[src/mmf_defines.vh]
// What this block does
// - Mask view is read-only, one bit per source, set means source masked.
// - Mask bits 1..7: rx complete, rx used, tx used, underrun, retry, exhausted, tx done.
// - Mask view shows receive overrun at bit 10 and bus error at bit 11.
// - Pause frame seen at bit 12, pause time zero at 13, management done at bit 0; others read zero.
// - A finished PHY read loads returned data into management bits 15:0.
// - Turnaround code at bits 17:16 is written 10 and reads back as written.
// - Operation bits 29:28: 10 reads, 01 writes, anything else is invalid.
// - PHY address sits at bits 27:23, PHY register address at 22:18.
// - Pause count is 16-bit read/write, decremented every 512 bit times.
// - A 64-bit hash filter applied to every destination address; low register holds hash bits 31:0.
// - High hash register holds hash bits 63:32.
// - Address low register holds destination bits 31:0; bit 0 is multicast flag.
// - Address high register holds destination bits 47:32 in its low 16 bits.
// - Management done flag sets when a PHY operation ends; status read clears it.
// - Pause time zero flag sets when the count reaches zero; status read clears it.
`ifndef MMF_DEFINES_VH
`define MMF_DEFINES_VH

// ----------------------------------------------------------------
// Register byte offsets
// ----------------------------------------------------------------
`define MMF_OFS_STATUS   8'h00
`define MMF_OFS_MASKVIEW 8'h04
`define MMF_OFS_UNMASK   8'h08
`define MMF_OFS_MASK     8'h0C
`define MMF_OFS_MGMT     8'h10
`define MMF_OFS_PAUSE    8'h14
`define MMF_OFS_HASH_LO  8'h18
`define MMF_OFS_HASH_HI  8'h1C
`define MMF_OFS_DA1_LO   8'h20
`define MMF_OFS_DA1_HI   8'h24
`define MMF_OFS_DA2_LO   8'h28
`define MMF_OFS_DA2_HI   8'h2C
`define MMF_OFS_CTRL     8'h30

// ----------------------------------------------------------------
// Interrupt source bit positions
// ----------------------------------------------------------------
`define MMF_IRQ_MGMT_DONE  0
`define MMF_IRQ_RX_DONE    1
`define MMF_IRQ_RX_USED    2
`define MMF_IRQ_TX_USED    3
`define MMF_IRQ_TX_UNDER   4
`define MMF_IRQ_RETRY      5
`define MMF_IRQ_TX_EXH     6
`define MMF_IRQ_TX_DONE    7
`define MMF_IRQ_RX_OVR     10
`define MMF_IRQ_BUS_ERR    11
`define MMF_IRQ_PAUSE_SEEN 12
`define MMF_IRQ_PAUSE_ZERO 13
`define MMF_IRQ_VALID      32'h00003CFF

// ----------------------------------------------------------------
// Management frame fields and codes
// ----------------------------------------------------------------
`define MMF_MGMT_SOF_HI  31
`define MMF_MGMT_SOF_LO  30
`define MMF_MGMT_OP_HI   29
`define MMF_MGMT_OP_LO   28
`define MMF_MGMT_PHY_HI  27
`define MMF_MGMT_PHY_LO  23
`define MMF_MGMT_REG_HI  22
`define MMF_MGMT_REG_LO  18
`define MMF_MGMT_TA_HI   17
`define MMF_MGMT_TA_LO   16
`define MMF_MGMT_SOF_OK  2'h1
`define MMF_MGMT_OP_RD   2'h2
`define MMF_MGMT_OP_WR   2'h1
`define MMF_MGMT_TA_BIT  6'h2E
`define MMF_MGMT_RD_BIT  6'h30
`define MMF_MGMT_LAST    6'h3F
`define MMF_PREAMBLE     32'hFFFFFFFF

// ----------------------------------------------------------------
// Control bits, reset values and timing
// ----------------------------------------------------------------
`define MMF_CTRL_DA1_EN  0
`define MMF_CTRL_DA2_EN  1
`define MMF_CTRL_BUSY    2
`define MMF_PAUSE_BITS   512
`define MMF_RESET_ZERO   32'h00000000
`define MMF_MDC_HALF_NS  40
`define MMF_CLK_NS       10

`endif

[src/mmf_regs.v]
`timescale 1ns/100ps
`default_nettype none
`include "mmf_defines.vh"

module mmf_regs
#(
    parameter MDC_HALF = `MMF_MDC_HALF_NS / `MMF_CLK_NS,
    parameter PAUSE_Q  = `MMF_PAUSE_BITS
)
(
    // Clock and reset
    input  wire        aclk,
    input  wire        aresetn,
    // AXI4-Lite write address and data
    input  wire [7:0]  s_axi_awaddr,
    input  wire        s_axi_awvalid,
    output wire        s_axi_awready,
    input  wire [31:0] s_axi_wdata,
    input  wire [3:0]  s_axi_wstrb,
    input  wire        s_axi_wvalid,
    output wire        s_axi_wready,
    // AXI4-Lite write response
    output reg  [1:0]  s_axi_bresp,
    output reg         s_axi_bvalid,
    input  wire        s_axi_bready,
    // AXI4-Lite read
    input  wire [7:0]  s_axi_araddr,
    input  wire        s_axi_arvalid,
    output wire        s_axi_arready,
    output reg  [31:0] s_axi_rdata,
    output reg  [1:0]  s_axi_rresp,
    output reg         s_axi_rvalid,
    input  wire        s_axi_rready,
    // Event pulses from the MAC core
    input  wire        rx_complete,
    input  wire        rx_used_bit_seen,
    input  wire        tx_used_bit_seen,
    input  wire        tx_underrun,
    input  wire        retry_limit_hit,
    input  wire        tx_buffers_exhausted,
    input  wire        tx_complete,
    input  wire        rx_overrun,
    input  wire        bus_error,
    input  wire        pause_frame_seen,
    // Line bit-time tick and received destination address
    input  wire        bit_tick,
    input  wire [47:0] rx_dest_addr,
    input  wire        rx_dest_valid,
    output reg         rx_addr_match,
    output reg         rx_match_valid,
    // Serial management pins
    output reg         mdc,
    input  wire        mdio_in,
    output reg         mdio_out,
    output reg         mdio_oe_n,
    // Interrupt
    output wire        irq
);

    // ------------------------------------------------------------
    // Declarations
    // ------------------------------------------------------------
    localparam ST_IDLE  = 1'b0;
    localparam ST_SHIFT = 1'b1;
    localparam [1:0] RESP_OK  = 2'h0;
    localparam [1:0] RESP_ERR = 2'h2;
    localparam [15:0] HALF_CNT = (MDC_HALF < 1) ? 16'h0001 : MDC_HALF[15:0];
    localparam [9:0]  PQ_LAST  = PAUSE_Q[9:0] - 10'h001;

    reg  [7:0]  aw_addr_reg;
    reg         aw_full_reg;
    reg  [31:0] w_data_reg;
    reg  [3:0]  w_strb_reg;
    reg         w_full_reg;
    reg  [31:0] status_reg;
    reg  [31:0] enable_reg;
    reg  [31:0] mgmt_reg;
    reg  [15:0] pause_count_reg;
    reg  [9:0]  pause_div_reg;
    reg  [31:0] hash_lo_reg;
    reg  [31:0] hash_hi_reg;
    reg  [31:0] da1_lo_reg;
    reg  [15:0] da1_hi_reg;
    reg  [31:0] da2_lo_reg;
    reg  [15:0] da2_hi_reg;
    reg  [1:0]  ctrl_reg;
    reg         state_reg;
    reg  [63:0] shift_reg;
    reg  [5:0]  bit_reg;
    reg  [15:0] half_reg;
    reg         is_read_reg;
    reg  [15:0] rd_data_reg;
    reg         mdio_s1_reg;
    reg         mdio_s2_reg;
    reg  [31:0] rdata_next;
    reg         rerr_next;
    reg  [31:0] events;

    wire        wr_go;
    wire        rd_go;
    wire [31:0] mask_view;
    wire        wr_mgmt;
    wire        frame_ok;
    wire        mgmt_done;
    wire        pause_zero;
    wire        bit_end;
    wire        wr_err;
    wire [5:0]  hash_idx;
    wire [63:0] hash_all;

    // Byte-lane merge of a write into an old register value
    function [31:0] merge;
        input [31:0] old_v;
        input [31:0] new_v;
        input [3:0]  strb;
        integer      i;
        begin
            merge = old_v;
            for (i = 0; i < 4; i = i + 1)
            begin
                if (strb[i])
                    merge[i*8 +: 8] = new_v[i*8 +: 8];
            end
        end
    endfunction

    // Low-half byte-lane merge for the 16-bit registers
    function [15:0] merge16;
        input [15:0] old_v;
        input [15:0] new_v;
        input [1:0]  strb;
        begin
            merge16 = {strb[1] ? new_v[15:8] : old_v[15:8], strb[0] ? new_v[7:0] : old_v[7:0]};
        end
    endfunction

    // ------------------------------------------------------------
    // AXI4-Lite handshakes
    // ------------------------------------------------------------
    assign s_axi_awready = ~aw_full_reg & ~s_axi_bvalid;
    assign s_axi_wready  = ~w_full_reg & ~s_axi_bvalid;
    assign s_axi_arready = ~s_axi_rvalid;
    assign wr_go = aw_full_reg & w_full_reg & ~s_axi_bvalid;
    assign rd_go = s_axi_arvalid & ~s_axi_rvalid;
    assign wr_err = (aw_addr_reg[1:0] != 2'h0) || (aw_addr_reg > `MMF_OFS_CTRL)
                    || (aw_addr_reg == `MMF_OFS_STATUS)
                    || (aw_addr_reg == `MMF_OFS_MASKVIEW);
    assign wr_mgmt = wr_go & ~wr_err & (aw_addr_reg == `MMF_OFS_MGMT)
                     & (state_reg == ST_IDLE);

    // Address and data capture in either order, response after both
    always @(posedge aclk)
    begin
        if (!aresetn)
        begin
            aw_addr_reg  <= 8'h00;
            aw_full_reg  <= 1'b0;
            w_data_reg   <= `MMF_RESET_ZERO;
            w_strb_reg   <= 4'h0;
            w_full_reg   <= 1'b0;
            s_axi_bvalid <= 1'b0;
            s_axi_bresp  <= RESP_OK;
        end
        else
        begin
            if (s_axi_awvalid && s_axi_awready)
            begin
                aw_addr_reg <= s_axi_awaddr;
                aw_full_reg <= 1'b1;
            end
            if (s_axi_wvalid && s_axi_wready)
            begin
                w_data_reg <= s_axi_wdata;
                w_strb_reg <= s_axi_wstrb;
                w_full_reg <= 1'b1;
            end
            if (wr_go)
            begin
                aw_full_reg  <= 1'b0;
                w_full_reg   <= 1'b0;
                s_axi_bvalid <= 1'b1;
                s_axi_bresp  <= wr_err ? RESP_ERR : RESP_OK;
            end
            else if (s_axi_bvalid && s_axi_bready)
                s_axi_bvalid <= 1'b0;
        end
    end

    // ------------------------------------------------------------
    // Interrupt status, mask and output
    // ------------------------------------------------------------
    assign mask_view = ~enable_reg & `MMF_IRQ_VALID;
    assign irq = |(status_reg & enable_reg);

    // Event vector in the documented bit order
    always @*
    begin
        events = `MMF_RESET_ZERO;
        events[`MMF_IRQ_MGMT_DONE]  = mgmt_done;
        events[`MMF_IRQ_RX_DONE]    = rx_complete;
        events[`MMF_IRQ_RX_USED]    = rx_used_bit_seen;
        events[`MMF_IRQ_TX_USED]    = tx_used_bit_seen;
        events[`MMF_IRQ_TX_UNDER]   = tx_underrun;
        events[`MMF_IRQ_RETRY]      = retry_limit_hit;
        events[`MMF_IRQ_TX_EXH]     = tx_buffers_exhausted;
        events[`MMF_IRQ_TX_DONE]    = tx_complete;
        events[`MMF_IRQ_RX_OVR]     = rx_overrun;
        events[`MMF_IRQ_BUS_ERR]    = bus_error;
        events[`MMF_IRQ_PAUSE_SEEN] = pause_frame_seen;
        events[`MMF_IRQ_PAUSE_ZERO] = pause_zero;
    end

    // Sticky status; a new event wins over the clear of the read
    always @(posedge aclk)
    begin
        if (!aresetn)
            status_reg <= `MMF_RESET_ZERO;
        else if (rd_go && s_axi_araddr == `MMF_OFS_STATUS)
            status_reg <= events;
        else
            status_reg <= status_reg | events;
    end

    // ------------------------------------------------------------
    // Software registers
    // ------------------------------------------------------------
    always @(posedge aclk)
    begin
        if (!aresetn)
        begin
            enable_reg  <= `MMF_RESET_ZERO;
            mgmt_reg    <= `MMF_RESET_ZERO;
            hash_lo_reg <= `MMF_RESET_ZERO;
            hash_hi_reg <= `MMF_RESET_ZERO;
            da1_lo_reg  <= `MMF_RESET_ZERO;
            da1_hi_reg  <= 16'h0000;
            da2_lo_reg  <= `MMF_RESET_ZERO;
            da2_hi_reg  <= 16'h0000;
            ctrl_reg    <= 2'h0;
        end
        else
        begin
            if (wr_go && !wr_err)
            begin
                case (aw_addr_reg)
                    `MMF_OFS_UNMASK:
                        enable_reg <= (enable_reg | merge(32'h0, w_data_reg, w_strb_reg))
                                      & `MMF_IRQ_VALID;
                    `MMF_OFS_MASK:
                        enable_reg <= enable_reg & ~merge(32'h0, w_data_reg, w_strb_reg);
                    `MMF_OFS_HASH_LO:
                        hash_lo_reg <= merge(hash_lo_reg, w_data_reg, w_strb_reg);
                    `MMF_OFS_HASH_HI:
                        hash_hi_reg <= merge(hash_hi_reg, w_data_reg, w_strb_reg);
                    `MMF_OFS_DA1_LO:
                        da1_lo_reg <= merge(da1_lo_reg, w_data_reg, w_strb_reg);
                    `MMF_OFS_DA1_HI:
                        da1_hi_reg <= merge16(da1_hi_reg, w_data_reg[15:0],
                                              w_strb_reg[1:0]);
                    `MMF_OFS_DA2_LO:
                        da2_lo_reg <= merge(da2_lo_reg, w_data_reg, w_strb_reg);
                    `MMF_OFS_DA2_HI:
                        da2_hi_reg <= merge16(da2_hi_reg, w_data_reg[15:0],
                                              w_strb_reg[1:0]);
                    `MMF_OFS_CTRL:
                        ctrl_reg <= w_strb_reg[0] ? w_data_reg[1:0] : ctrl_reg;
                    default:
                        ctrl_reg <= ctrl_reg;
                endcase
            end
            // Fields stored as written, code and address included
            if (wr_mgmt)
                mgmt_reg <= merge(mgmt_reg, w_data_reg, w_strb_reg);
            else if (mgmt_done && is_read_reg)
                mgmt_reg[15:0] <= rd_data_reg;
        end
    end

    // ------------------------------------------------------------
    // Pause time counter
    // ------------------------------------------------------------
    assign pause_zero = bit_tick && (pause_div_reg == PQ_LAST)
                        && (pause_count_reg == 16'h0001) && !(wr_go && !wr_err
                        && aw_addr_reg == `MMF_OFS_PAUSE);

    // Software load, otherwise one step down per 512 bit ticks
    always @(posedge aclk)
    begin
        if (!aresetn)
        begin
            pause_count_reg <= 16'h0000;
            pause_div_reg   <= 10'h000;
        end
        else if (wr_go && !wr_err && aw_addr_reg == `MMF_OFS_PAUSE)
        begin
            pause_count_reg <= merge16(pause_count_reg, w_data_reg[15:0],
                                       w_strb_reg[1:0]);
            pause_div_reg   <= 10'h000;
        end
        else if (bit_tick && pause_count_reg != 16'h0000)
        begin
            if (pause_div_reg == PQ_LAST)
            begin
                pause_div_reg   <= 10'h000;
                pause_count_reg <= pause_count_reg - 16'h0001;
            end
            else
                pause_div_reg <= pause_div_reg + 10'h001;
        end
    end

    // ------------------------------------------------------------
    // Register read path
    // ------------------------------------------------------------
    always @*
    begin
        rerr_next  = 1'b0;
        rdata_next = `MMF_RESET_ZERO;
        case (s_axi_araddr)
            `MMF_OFS_STATUS:   rdata_next = status_reg;
            `MMF_OFS_MASKVIEW: rdata_next = mask_view;
            `MMF_OFS_MGMT:     rdata_next = mgmt_reg;
            `MMF_OFS_PAUSE:    rdata_next = {16'h0000, pause_count_reg};
            `MMF_OFS_HASH_LO:  rdata_next = hash_lo_reg;
            `MMF_OFS_HASH_HI:  rdata_next = hash_hi_reg;
            `MMF_OFS_DA1_LO:   rdata_next = da1_lo_reg;
            `MMF_OFS_DA1_HI:   rdata_next = {16'h0000, da1_hi_reg};
            `MMF_OFS_DA2_LO:   rdata_next = da2_lo_reg;
            `MMF_OFS_DA2_HI:   rdata_next = {16'h0000, da2_hi_reg};
            `MMF_OFS_CTRL:     rdata_next = {29'h0, state_reg, ctrl_reg};
            `MMF_OFS_UNMASK:   rdata_next = `MMF_RESET_ZERO;
            `MMF_OFS_MASK:     rdata_next = `MMF_RESET_ZERO;
            default:           rerr_next  = 1'b1;
        endcase
    end

    // Read answer registered one cycle after the address is taken
    always @(posedge aclk)
    begin
        if (!aresetn)
        begin
            s_axi_rvalid <= 1'b0;
            s_axi_rdata  <= `MMF_RESET_ZERO;
            s_axi_rresp  <= RESP_OK;
        end
        else if (rd_go)
        begin
            s_axi_rvalid <= 1'b1;
            s_axi_rdata  <= rdata_next;
            s_axi_rresp  <= rerr_next ? RESP_ERR : RESP_OK;
        end
        else if (s_axi_rvalid && s_axi_rready)
            s_axi_rvalid <= 1'b0;
    end

    // ------------------------------------------------------------
    // Serial management engine
    // ------------------------------------------------------------
    assign frame_ok = (w_data_reg[`MMF_MGMT_SOF_HI:`MMF_MGMT_SOF_LO] == `MMF_MGMT_SOF_OK)
                      && ((w_data_reg[`MMF_MGMT_OP_HI:`MMF_MGMT_OP_LO] == `MMF_MGMT_OP_RD)
                      || (w_data_reg[`MMF_MGMT_OP_HI:`MMF_MGMT_OP_LO] == `MMF_MGMT_OP_WR));
    assign bit_end   = (half_reg == HALF_CNT - 16'h0001) && mdc;
    assign mgmt_done = (state_reg == ST_SHIFT) && bit_end && (bit_reg == `MMF_MGMT_LAST);

    // Input synchroniser for the data pin
    always @(posedge aclk)
    begin
        if (!aresetn)
        begin
            mdio_s1_reg <= 1'b1;
            mdio_s2_reg <= 1'b1;
        end
        else
        begin
            mdio_s1_reg <= mdio_in;
            mdio_s2_reg <= mdio_s1_reg;
        end
    end

    // Preamble then frame, clock low half drives, rising edge samples
    always @(posedge aclk)
    begin
        if (!aresetn)
        begin
            state_reg   <= ST_IDLE;
            shift_reg   <= {`MMF_PREAMBLE, `MMF_RESET_ZERO};
            bit_reg     <= 6'h00;
            half_reg    <= 16'h0000;
            is_read_reg <= 1'b0;
            rd_data_reg <= 16'h0000;
            mdc         <= 1'b0;
            mdio_out    <= 1'b1;
            mdio_oe_n   <= 1'b1;
        end
        else
        begin
            case (state_reg)
                ST_IDLE:
                begin
                    mdc       <= 1'b0;
                    mdio_oe_n <= 1'b1;
                    // Invalid start or operation codes send nothing
                    if (wr_mgmt && frame_ok)
                    begin
                        state_reg   <= ST_SHIFT;
                        shift_reg   <= {`MMF_PREAMBLE, merge(mgmt_reg, w_data_reg,
                                        w_strb_reg)};
                        is_read_reg <= (w_data_reg[`MMF_MGMT_OP_HI:`MMF_MGMT_OP_LO]
                                        == `MMF_MGMT_OP_RD);
                        bit_reg     <= 6'h00;
                        half_reg    <= 16'h0000;
                        mdio_out    <= 1'b1;
                        mdio_oe_n   <= 1'b0;
                    end
                end
                ST_SHIFT:
                begin
                    mdio_out  <= shift_reg[63];
                    mdio_oe_n <= is_read_reg && (bit_reg >= `MMF_MGMT_TA_BIT);
                    if (half_reg == HALF_CNT - 16'h0001)
                    begin
                        half_reg <= 16'h0000;
                        mdc      <= ~mdc;
                        // Rising edge: capture read data bits
                        if (!mdc && is_read_reg && bit_reg >= `MMF_MGMT_RD_BIT)
                            rd_data_reg <= {rd_data_reg[14:0], mdio_s2_reg};
                        if (mdc)
                        begin
                            shift_reg <= {shift_reg[62:0], 1'b0};
                            bit_reg   <= bit_reg + 6'h01;
                            if (bit_reg == `MMF_MGMT_LAST)
                                state_reg <= ST_IDLE;
                        end
                    end
                    else
                        half_reg <= half_reg + 16'h0001;
                end
                default:
                    state_reg <= ST_IDLE;
            endcase
        end
    end

    // ------------------------------------------------------------
    // Destination address filter
    // ------------------------------------------------------------
    assign hash_all = {hash_hi_reg, hash_lo_reg};

    // Hash index bit i is the xor of every sixth address bit from i
    genvar gi;
    generate
        for (gi = 0; gi < 6; gi = gi + 1)
        begin : g_hash
            assign hash_idx[gi] = rx_dest_addr[gi] ^ rx_dest_addr[gi + 6]
                                ^ rx_dest_addr[gi + 12] ^ rx_dest_addr[gi + 18]
                                ^ rx_dest_addr[gi + 24] ^ rx_dest_addr[gi + 30]
                                ^ rx_dest_addr[gi + 36] ^ rx_dest_addr[gi + 42];
        end
    endgenerate

    // Registered match result, one cycle after the address arrives
    always @(posedge aclk)
    begin
        if (!aresetn)
        begin
            rx_addr_match  <= 1'b0;
            rx_match_valid <= 1'b0;
        end
        else
        begin
            rx_match_valid <= rx_dest_valid;
            if (rx_dest_valid)
                rx_addr_match <= (ctrl_reg[`MMF_CTRL_DA1_EN]
                                  && rx_dest_addr == {da1_hi_reg, da1_lo_reg})
                              || (ctrl_reg[`MMF_CTRL_DA2_EN]
                                  && rx_dest_addr == {da2_hi_reg, da2_lo_reg})
                              || hash_all[hash_idx];
        end
    end

endmodule // mmf_regs

`default_nettype wire

[config.mk]
export PLATFORM = sky130hd
export DESIGN_NAME = mmf_regs
export DESIGN_NICKNAME = d
export VERILOG_FILES = /design/src/mmf_regs.v
export VERILOG_INCLUDE_DIRS = /design/src
export SDC_FILE = /design/constraint.sdc
export NUM_CORES = 1
export LEC_CHECK = 0
export BUFFER_PORTS_ARGS = -buffer_cell sky130_fd_sc_hd__buf_4
export CORE_ASPECT_RATIO = 0.6
export CORE_UTILIZATION = 35
export CTS_CLUSTER_DIAMETER = 60
export DETAILED_ROUTE_END_ITERATION = 8
export PLACE_DENSITY = 0.52
export SKIP_LAST_GASP = 1
export SLEW_MARGIN = 25
export SYNTH_ARGS = -nofsm -noshare
export SYNTH_HDL_FRONTEND = slang
export SYNTH_SLANG_ARGS = --single-unit
export TNS_END_PERCENT = 100
[constraint.sdc]
create_clock -name aclk -period 2.86 [get_ports aclk]
set_clock_uncertainty 0.1 [all_clocks]
set_input_delay 0.858 -clock aclk [delete_from_list [all_inputs] [get_ports aclk]]
set_output_delay 0.858 -clock aclk [all_outputs]
set_load 0.02 [all_outputs]
==> results, run 1 <==
- The count of final hold-check violations is 0.
- Along the worst path, the maximum fanout reaches 3.
- The flop-to-flop setup slack is 0.10 ns.
- The critical path is of the reg -> out type.
- The total overflow left after global routing is 0.
- OpenSTA, run right after detailed placement, puts the worst setup slack at -0.5572 ns.
- Measured along the y axis, the die boundary spans roughly 190 microns.
- At the pin with the least slew margin, the transition time is 0.8507 ns.
- The highest attainable clock frequency is 355.4 MHz.
- The final RePlAce weighted congestion is slightly above 1.
- The class of the tightest hold or removal check is reg -> reg.
- The final layout contains 2,829 nets.
- Once detail routing completed, the nets flagged for antenna violations numbered 0.
- Counting tap cells, the placed design contains a total of 3,465 instances.
- Synthesis produced 2,502 cells.
- For this run, the detailed router's first-pass iteration total came to 9.
- The flow ran to the end, and the final reports show no timing, DRC or antenna violations.
- The CTS tree is yes.
- STA classifies the critical path endpoint as a primary output.
- The share of synthesized registers carrying an async set or reset is 0%.
- The number of global-route vias before repair is 18,638.
- The clock tree synthesis step divided the H-tree into 2 levels.
- The wire length after detailed routing is 91,270 microns.
- The initial antenna violation count came to 4.
- In the finished design, the share of the clock period the worst path needs comes to between 90% and 100%.
- The leakage power is 10.42 nW.
- The peak supply drop is 0.3734 mV.
- The max capacitance violation total is 0.
- The count of input and output buffers is between 150 and 200.
- Across all layers, the routed design uses 19,965 vias.
- The root cell of the clock tree is sky130_fd_sc_hd__clkbuf_16.
- The total half-perimeter wirelength after legalization and detailed placement is 69,400 microns.
- Of the cells placed in the final design, the portion with a size suffix greater than 1 is between 10% and 20%.
- The layout overhead on the synthesized area is 20.85%.
- The detailed-route DRC error count is 0.
- The finished layout holds 3,556 standard cells, fillers aside.
- The clock transition time at the flip-flop clock pins of the worst setup and hold paths is 0.07 ns.
- The number of pins with negative max-slew slack in the final report was 0.
- The register with the most flip-flops in the layout has 64 of them.
- At the later pin of the worst-skew pair, clock insertion delay measures 0.60 ns.
- The first global-routing pass estimated approximately 130,000 microns of wire.
- Entering global routing, the biggest net connects 95 pins.
- Setup violations remaining at the end of the flow were counted as 0.
- Dividing the detail-routed via count by the number of cells gives 5.614.
- Clock tree synthesis inserted a total of 46 buffers.
- Subtracting the final worst setup slack from the clock period gives 2.814 ns.
- The number of I/O pins is 167.
- Dividing the synthesized area by the synthesized cell count gives 8.552 sq um.
- STA classifies the critical path startpoint as a flop.
- The total number of placement rows is 69.
- The worst path required time is 1.90 ns.
- The signal arrival time at the worst endpoint is between 1.5 and 2 ns.
- The mapped cell area is 0.02140 sq mm.
- The most common flop cell mapped by yosys is sky130_fd_sc_hd__dfxtp_1.
- The total core area is 0.05983 sq mm.
- In this run the power density over the cells is 551.2 mW/mm^2.
- The die covers between 0.06 and 0.07 sq mm.
- Once the floorplan was initialized, standard cells occupied 35.76% of the core.
- The netlist uses 79 different library cells.
- The overall power consumption is 14.25 mW.
- The setup TNS is 0 ns.
- The violation count after the first detailed-route iteration is 2,250.
- The count of flip-flops with a built-in enable after synthesis is 0.
- The least setup slack across all paths after layout is 0.04602 ns.
- The overall global routing resource usage is 28.66%.
- No sink is reached through more buffers than the 3 on the longest clock path.
- The number of synthesized register bits is 437.
- The hold-fix buffer count after cts is 0.
- CTS saw 437 sinks.
- After detailed routing, the average wire length per cell comes to 25.67 microns.
- Of the synthesized area, sequential elements account for 40.89%.
- The remaining max-slew budget at the tightest pin is 43.21%.
- Measured along the x axis, the die boundary spans 321.2 microns.
- The count of warnings emitted by yosys is 0.
-- worst max-delay path, cell delays in order, from the launching register on --
cell	delay, ns
sky130_fd_sc_hd__dfxtp_1	0.37
sky130_fd_sc_hd__a22o_1	0.25
sky130_fd_sc_hd__a221oi_1	0.28
sky130_fd_sc_hd__nand3_1	0.18
sky130_fd_sc_hd__buf_4	0.19
-- repair_timing --
action | in CTS | in global routing
setup endpoints to repair | 5 | 28
gates cloned | 0 | 1
gates resized for setup | 1 | 2
buffers inserted | 0 | 4
pin swaps | 0 | 3
-- layout make-up --
class	count	area, sq um
sequential	437	8750
clock inverter	20	214.0
fill	5979	33970
timing repair buffer	328	2645
multi-input combinational	1871	11870
tap	816	1021
inverter	18	67.56
clock buffer	63	1285
antenna	3	7.507
-- cells in the final DEF (no fill, tap or decap), types with 60 or more instances in the layout --
cell type,netlist,final
sky130_fd_sc_hd__a22oi_1,60,60
sky130_fd_sc_hd__dfxtp_1,437,436
sky130_fd_sc_hd__xnor2_1,93,90
sky130_fd_sc_hd__o21ai_0,103,103
sky130_fd_sc_hd__mux2i_1,137,137
sky130_fd_sc_hd__buf_4,6,313
sky130_fd_sc_hd__nand3_1,159,159
sky130_fd_sc_hd__nor2_1,106,101
sky130_fd_sc_hd__nor2b_1,108,107
sky130_fd_sc_hd__nand2_1,467,466
sky130_fd_sc_hd__a21boi_0,148,148
-- cell usage after synthesis (all sizes together) (6+ instances only) --
cell type,count,area (sq um)
buf,61,359.1
a31oi,37,231.5
nor4,18,142.6
nor2b,108,675.7
nand2,467,1753
o211ai,7,52.55
a221oi,15,131.4
a21oi,45,225.2
nand4,23,143.9
nand3,167,875.8
a22o,14,122.6
and2,29,182.7
nand3b,7,52.55
xor2,50,437.9
mux2i,137,1371
dfxtp,437,8748
a21boi,179,1344
or4,7,60.06
a222oi,20,200.2
or3,6,37.54
xnor2,94,842.1
nor3,20,110.1
ha,7,87.58
nor2,108,410.4
o211a,19,190.2
nand2b,7,43.79
a211oi,7,52.55
and3,27,168.9
a21o,13,97.59
inv,18,67.56
o21ai,103,515.5
clkbuf,117,439.2
a22oi,62,475.5
mux4,9,229.0
-- path summary, 6_finish.rpt --
check,startpoint,to,cells after the start
max,flop,irq,4
min,mdio_s1_reg,mdio_s2_reg,1
max reg2reg,s_axi_bvalid,hash_lo_reg[15],9
min reg2reg,mdio_s1_reg,mdio_s2_reg,1
-- metrics by stage --
stage / hold slack (ns) / cell area [sq um] / utilization, %
floorplan: 0.2863 / 21410 / -
global placement: 0.3071 / 24290 / 40.60
detailed placement: 0.2966 / 24290 / 40.60
CTS: 0.3219 / 25800 / 43.12
global route: 0.3510 / 25850 / 43.21
finish: 0.3151 / 25860 / 43.22
-- power breakdown --
part           total, mW  internal (mW)  switching [mW]  leakage, nW
clock network       6.17           3.44            2.73        0.730
logic               1.71          0.772           0.939         6.15
registers           6.37           6.18           0.194         3.54
total               14.3           10.4            3.86         10.4
-- metal layers --
metal	up-vias	share of wire, %	GRT usage, %
li1	9219	-	-
met1	9701	48	43.42
met2	929	38	36.86
met3	116	13	11.33
met4	0	2.0	6.455
met5	-	0	0
-- logic make-up after synthesis --
| logic type | after synthesis | synth area share [%] |
|---|---|---|
| and+or+nand+nor | 1005 | 22.19 |
| AOI/OAI and AO/OA | 561 | 18.73 |
| DFF | 437 | 40.89 |
| buffers and inverters | 196 | 4.046 |
| muxes | 151 | 7.742 |
| xor gates and xnor gates | 144 | 5.982 |
| adders and majority gates | 7 | 0.4093 |
| other | 1 | 0.01753 |
(Power assumes the default switching activity.)
==> run 2, diff against run 1 <==
Settings changed: BUFFER_PORTS_ARGS -buffer_cell sky130_fd_sc_hd__buf_4 to unset, DONT_BUFFER_PORTS set to 1, PLACE_DENSITY 0.52 to 0.61.
==> run 2 against run 1 <==
The run now ends with DRC left. Hold slack got worse by 0.026 ns. Count of clock-buffer cells in the layout rose by 4. Via count fell by 3.1%. Cell count fell by 6.0%. Global-route usage fell by 1.4 points. Fmax rose by 2.8%. Clock power barely moved. Wire length fell by 4.9%. Sequential share of layout area rose by 2.2 points. Core utilization fell by 2.7 points. Critical path depth fell by 1. Critical path type unchanged. Largest cell class unchanged. Die area did not move.
==> results, run 2 (synthesis gave the netlist of run 1 again) <==
- The violation count after the first detailed-route iteration came to 2,608 (+16%).
- The final design instance area without fill was 0.02425 sq mm (-6.2%).
- The critical setup path kind is reg -> out.
- The pin count of the biggest net entering global routing is 393 (+310%).
- The TritonCTS buffer count is 45 (-2.2%).
- Leaving out fill and tap cells, the most frequent cell in the layout is sky130_fd_sc_hd__nand2_1.
- The via density per instance came to 5.785 (+3.0%).
- The clock sink total is 437 (unchanged).
- The non-filler instance count after layout came to 3,343 (-6.0%).
- The total core area is 0.05983 sq mm (unchanged).
- The setup violation total in the final timing report came to 0 (unchanged).
- The vertical extent of the die is 193.5 microns (unchanged).
- The post-placement cell count came to 3,261 (-5.9%).
- The highest attainable clock frequency was 365.2 MHz (+2.8%).
- Clock tree synthesis selected as its root buffer the cell sky130_fd_sc_hd__clkbuf_16.
- The worst hold path begins at mdio_in.
- The total iterations of the first detailed-routing run is 9 (unchanged).
- The final antenna-violating net count came to 0 (unchanged).
- The number of pins with negative max-slew slack in the final report is 0 (unchanged).
- The transition time of the tightest slew-check pin is 0.9882 ns (+0.1375 ns).
- The overall global routing resource usage came to 27.29% (-1.4 points).
- The final RePlAce weighted congestion is 1.071 (+5.1%).
- The critical path goes through a22o_1 -> a221oi_1 -> nand3_1.
- The peak supply drop is 0.3464 mV (-7.2%).
- The diode insertion count for antenna repair is 0 (-3).
- Setup repair after global routing could not meet its margin everywhere.
- The wire length after detailed routing was 86,830 microns (-4.9%).
- The worst-case hold path end point is mdio_s1_reg.
- The part of the cycle the worst path needs is 95.74% (-2.7 points).
- The number of global-route vias before repair was 18,007 (-3.4%).
- The checks that failed: DRC.
- The starting utilization of the core area came to 35.76% (unchanged).
- The maximum level of the CTS H-tree is 2 (unchanged).
- The total of fill cells in the finished design is 5,947 (-0.54%).
- The global-route wire length before repair is 125,400 microns (-4.0%).
- The final net count came to 2,619 (-7.4%).
- The power density of the placed cells is 570.3 mW/mm^2 (+3.5%).
- The number of I/O pins is 167 (unchanged).
- The flop-to-flop setup slack is 0.13 ns (+0.03 ns).
- The detailed-route via count is 19,339 (-3.1%).
- The detailed-route wire length per cell is 25.97 microns (+1.2%).
- The maximum fanout along the worst path is 3 (unchanged).
- The total half-perimeter wirelength after legalization and detailed placement is 65,500 microns (-5.6%).
- The final critical delay including setup and external delays is 2.738 ns (-0.07579 ns).
- The footprint of the flip-flops and latches is 0.008750 sq mm (unchanged).
- The end of the worst register-to-register path is da2_hi_reg[13].
- The clock transition time at the flip-flop clock pins of the worst setup and hold paths was 0.06 ns (about the same).
- The total number of placement rows is 69 (unchanged).
- The flip-flop count of the largest register, all copies and words added came to 64 (unchanged).
- The count of final hold-check violations is 0 (unchanged).
- The overall power consumption is 13.83 mW (-3.0%).
- The worst path required time is 1.90 ns (about the same).
- TritonCTS built the clock tree.
- The area of placed instances is 0.02274 sq mm (-6.4%).
- The leakage power is 9.402 nW (-9.8%).
- The flow ran to the end, but the final reports show violations.
- The max capacitance violation total was 0 (unchanged).
- The number of cells traversed by the worst hold path is 1 (unchanged).
- The post-placement setup slack is -0.2884 ns (+0.2688 ns).
- The layout overhead on the synthesized area is 13.32%.
- The smallest hold slack is 0.2889 ns (-0.02616 ns).
- The slowest library cell on the worst path is sky130_fd_sc_hd__dfxtp_1.
- The detailed-route DRC error count is 1 (+1).
- The buffer levels on the longest clock path is 3 (unchanged).
- The setup fix buffers added after clock tree synthesis is 0 (unchanged).
- The die boundary width is 321.2 microns (unchanged).
- The footprint of the multi-input gates came to 0.01185 sq mm (-0.17%).
- The endpoint class of the critical path is a primary output.
- STA classifies the critical path startpoint as a flop.
- The die area is 0.06216 sq mm (unchanged).
- The signal arrival time at the worst endpoint came to 1.78 ns (-0.08 ns).
- The total congestion overflow was 0 (unchanged).
- The count of input and output buffers is 0 (-100%).
- The launching point of the worst reg2reg path is aw_addr_reg[2].
- The source-to-sink clock delay at the later pin of the worst-skew pair is 0.59 ns (about the same).
- The library cells used most frequently in the layout, excluding fill and tap cells, are sky130_fd_sc_hd__nand2_1, sky130_fd_sc_hd__dfxtp_1, sky130_fd_sc_hd__nand3_1, sky130_fd_sc_hd__a21boi_0, sky130_fd_sc_hd__mux2i_1.
- The remaining max-slew budget at the tightest pin is 34.03% (-9.2 points).
- The depth of the most critical reg-to-reg path came to 8 (-1).
- The initial antenna violation count is 4 (unchanged).
- The biggest cell delay along the critical path is 0.39 ns (+0.02 ns).
- The proportion of layout cells with a drive suffix above 1 is 9.577% (-6.8 points).
- In this run the worst hold path is classified as in -> reg.
- The least setup slack across all paths after layout is 0.1218 ns (+0.07579 ns).
[run 2: critical path, delay by kind of cell, from the launching register on]
| kind | cells | cell delay, ns |
|---|---|---|
| compound gates | 2 | 0.48 |
| flops | 1 | 0.39 |
| simple gates | 1 | 0.31 |
[run 2: cell type report]
cell class	instances	share of cell area, %
clock buffer	67	5.573
sequential	437	36.09
inverter	18	0.2787
timing repair buffer	120	4.386
tap	816	4.211
clock inverter	15	0.5986
multi-input combinational	1870	48.86
[run 2: report_power, final]
part	internal [mW]	switching (mW)
clock network	3.47	2.67
registers	6.18	0.247
logic	0.559	0.700
[run 2: what timing repair did]
| action | 4_1_cts | 5_1_grt |
|---|---|---|
| setup endpoints to repair | 0 | 7 |
| gates resized for setup | 0 | 3 |
| hold buffers | 0 | 0 |
[run 2: worst max-delay path by stage]
stage / cells after the start / end / slack (ns) / startpoint
3_3_place_gp: 10 / rx_addr_match / -0.29 / rx_dest_addr[13]
4_1_cts: 3 / irq / 0.11 / status_reg[11]
3_5_place_dp: 9 / rx_addr_match / -0.29 / rx_dest_addr[19]
2_1_floorplan: 9 / rx_addr_match / 0.02 / rx_dest_addr[37]
5_1_grt: 9 / mgmt_reg[12] / -0.02 / half_reg[1]
6_report: 3 / irq / 0.12 / status_reg[11]
[run 2: per-layer routing]
layer  vias to the layer above  part of all wire [%]  wire length, microns  track usage (%)
met1                      9402                    45                 38940            39.40
met2                      1018                    38                 32760            35.44
li1                       8777                     -                     -                -
met5                         -                  0.16                   141            1.533
met3                       138                    15                 12880            13.03
met4                         4                   2.4                  2106            6.490
[run 2: through the flow]
step	TNS, ns	util (%)
5_1_grt	-0.02476	40.53
3_5_place_dp	-0.2884	38.01
6_report	0	40.53
4_1_cts	0	40.51
3_3_place_gp	-0.2936	38.01
2_1_floorplan	0	-
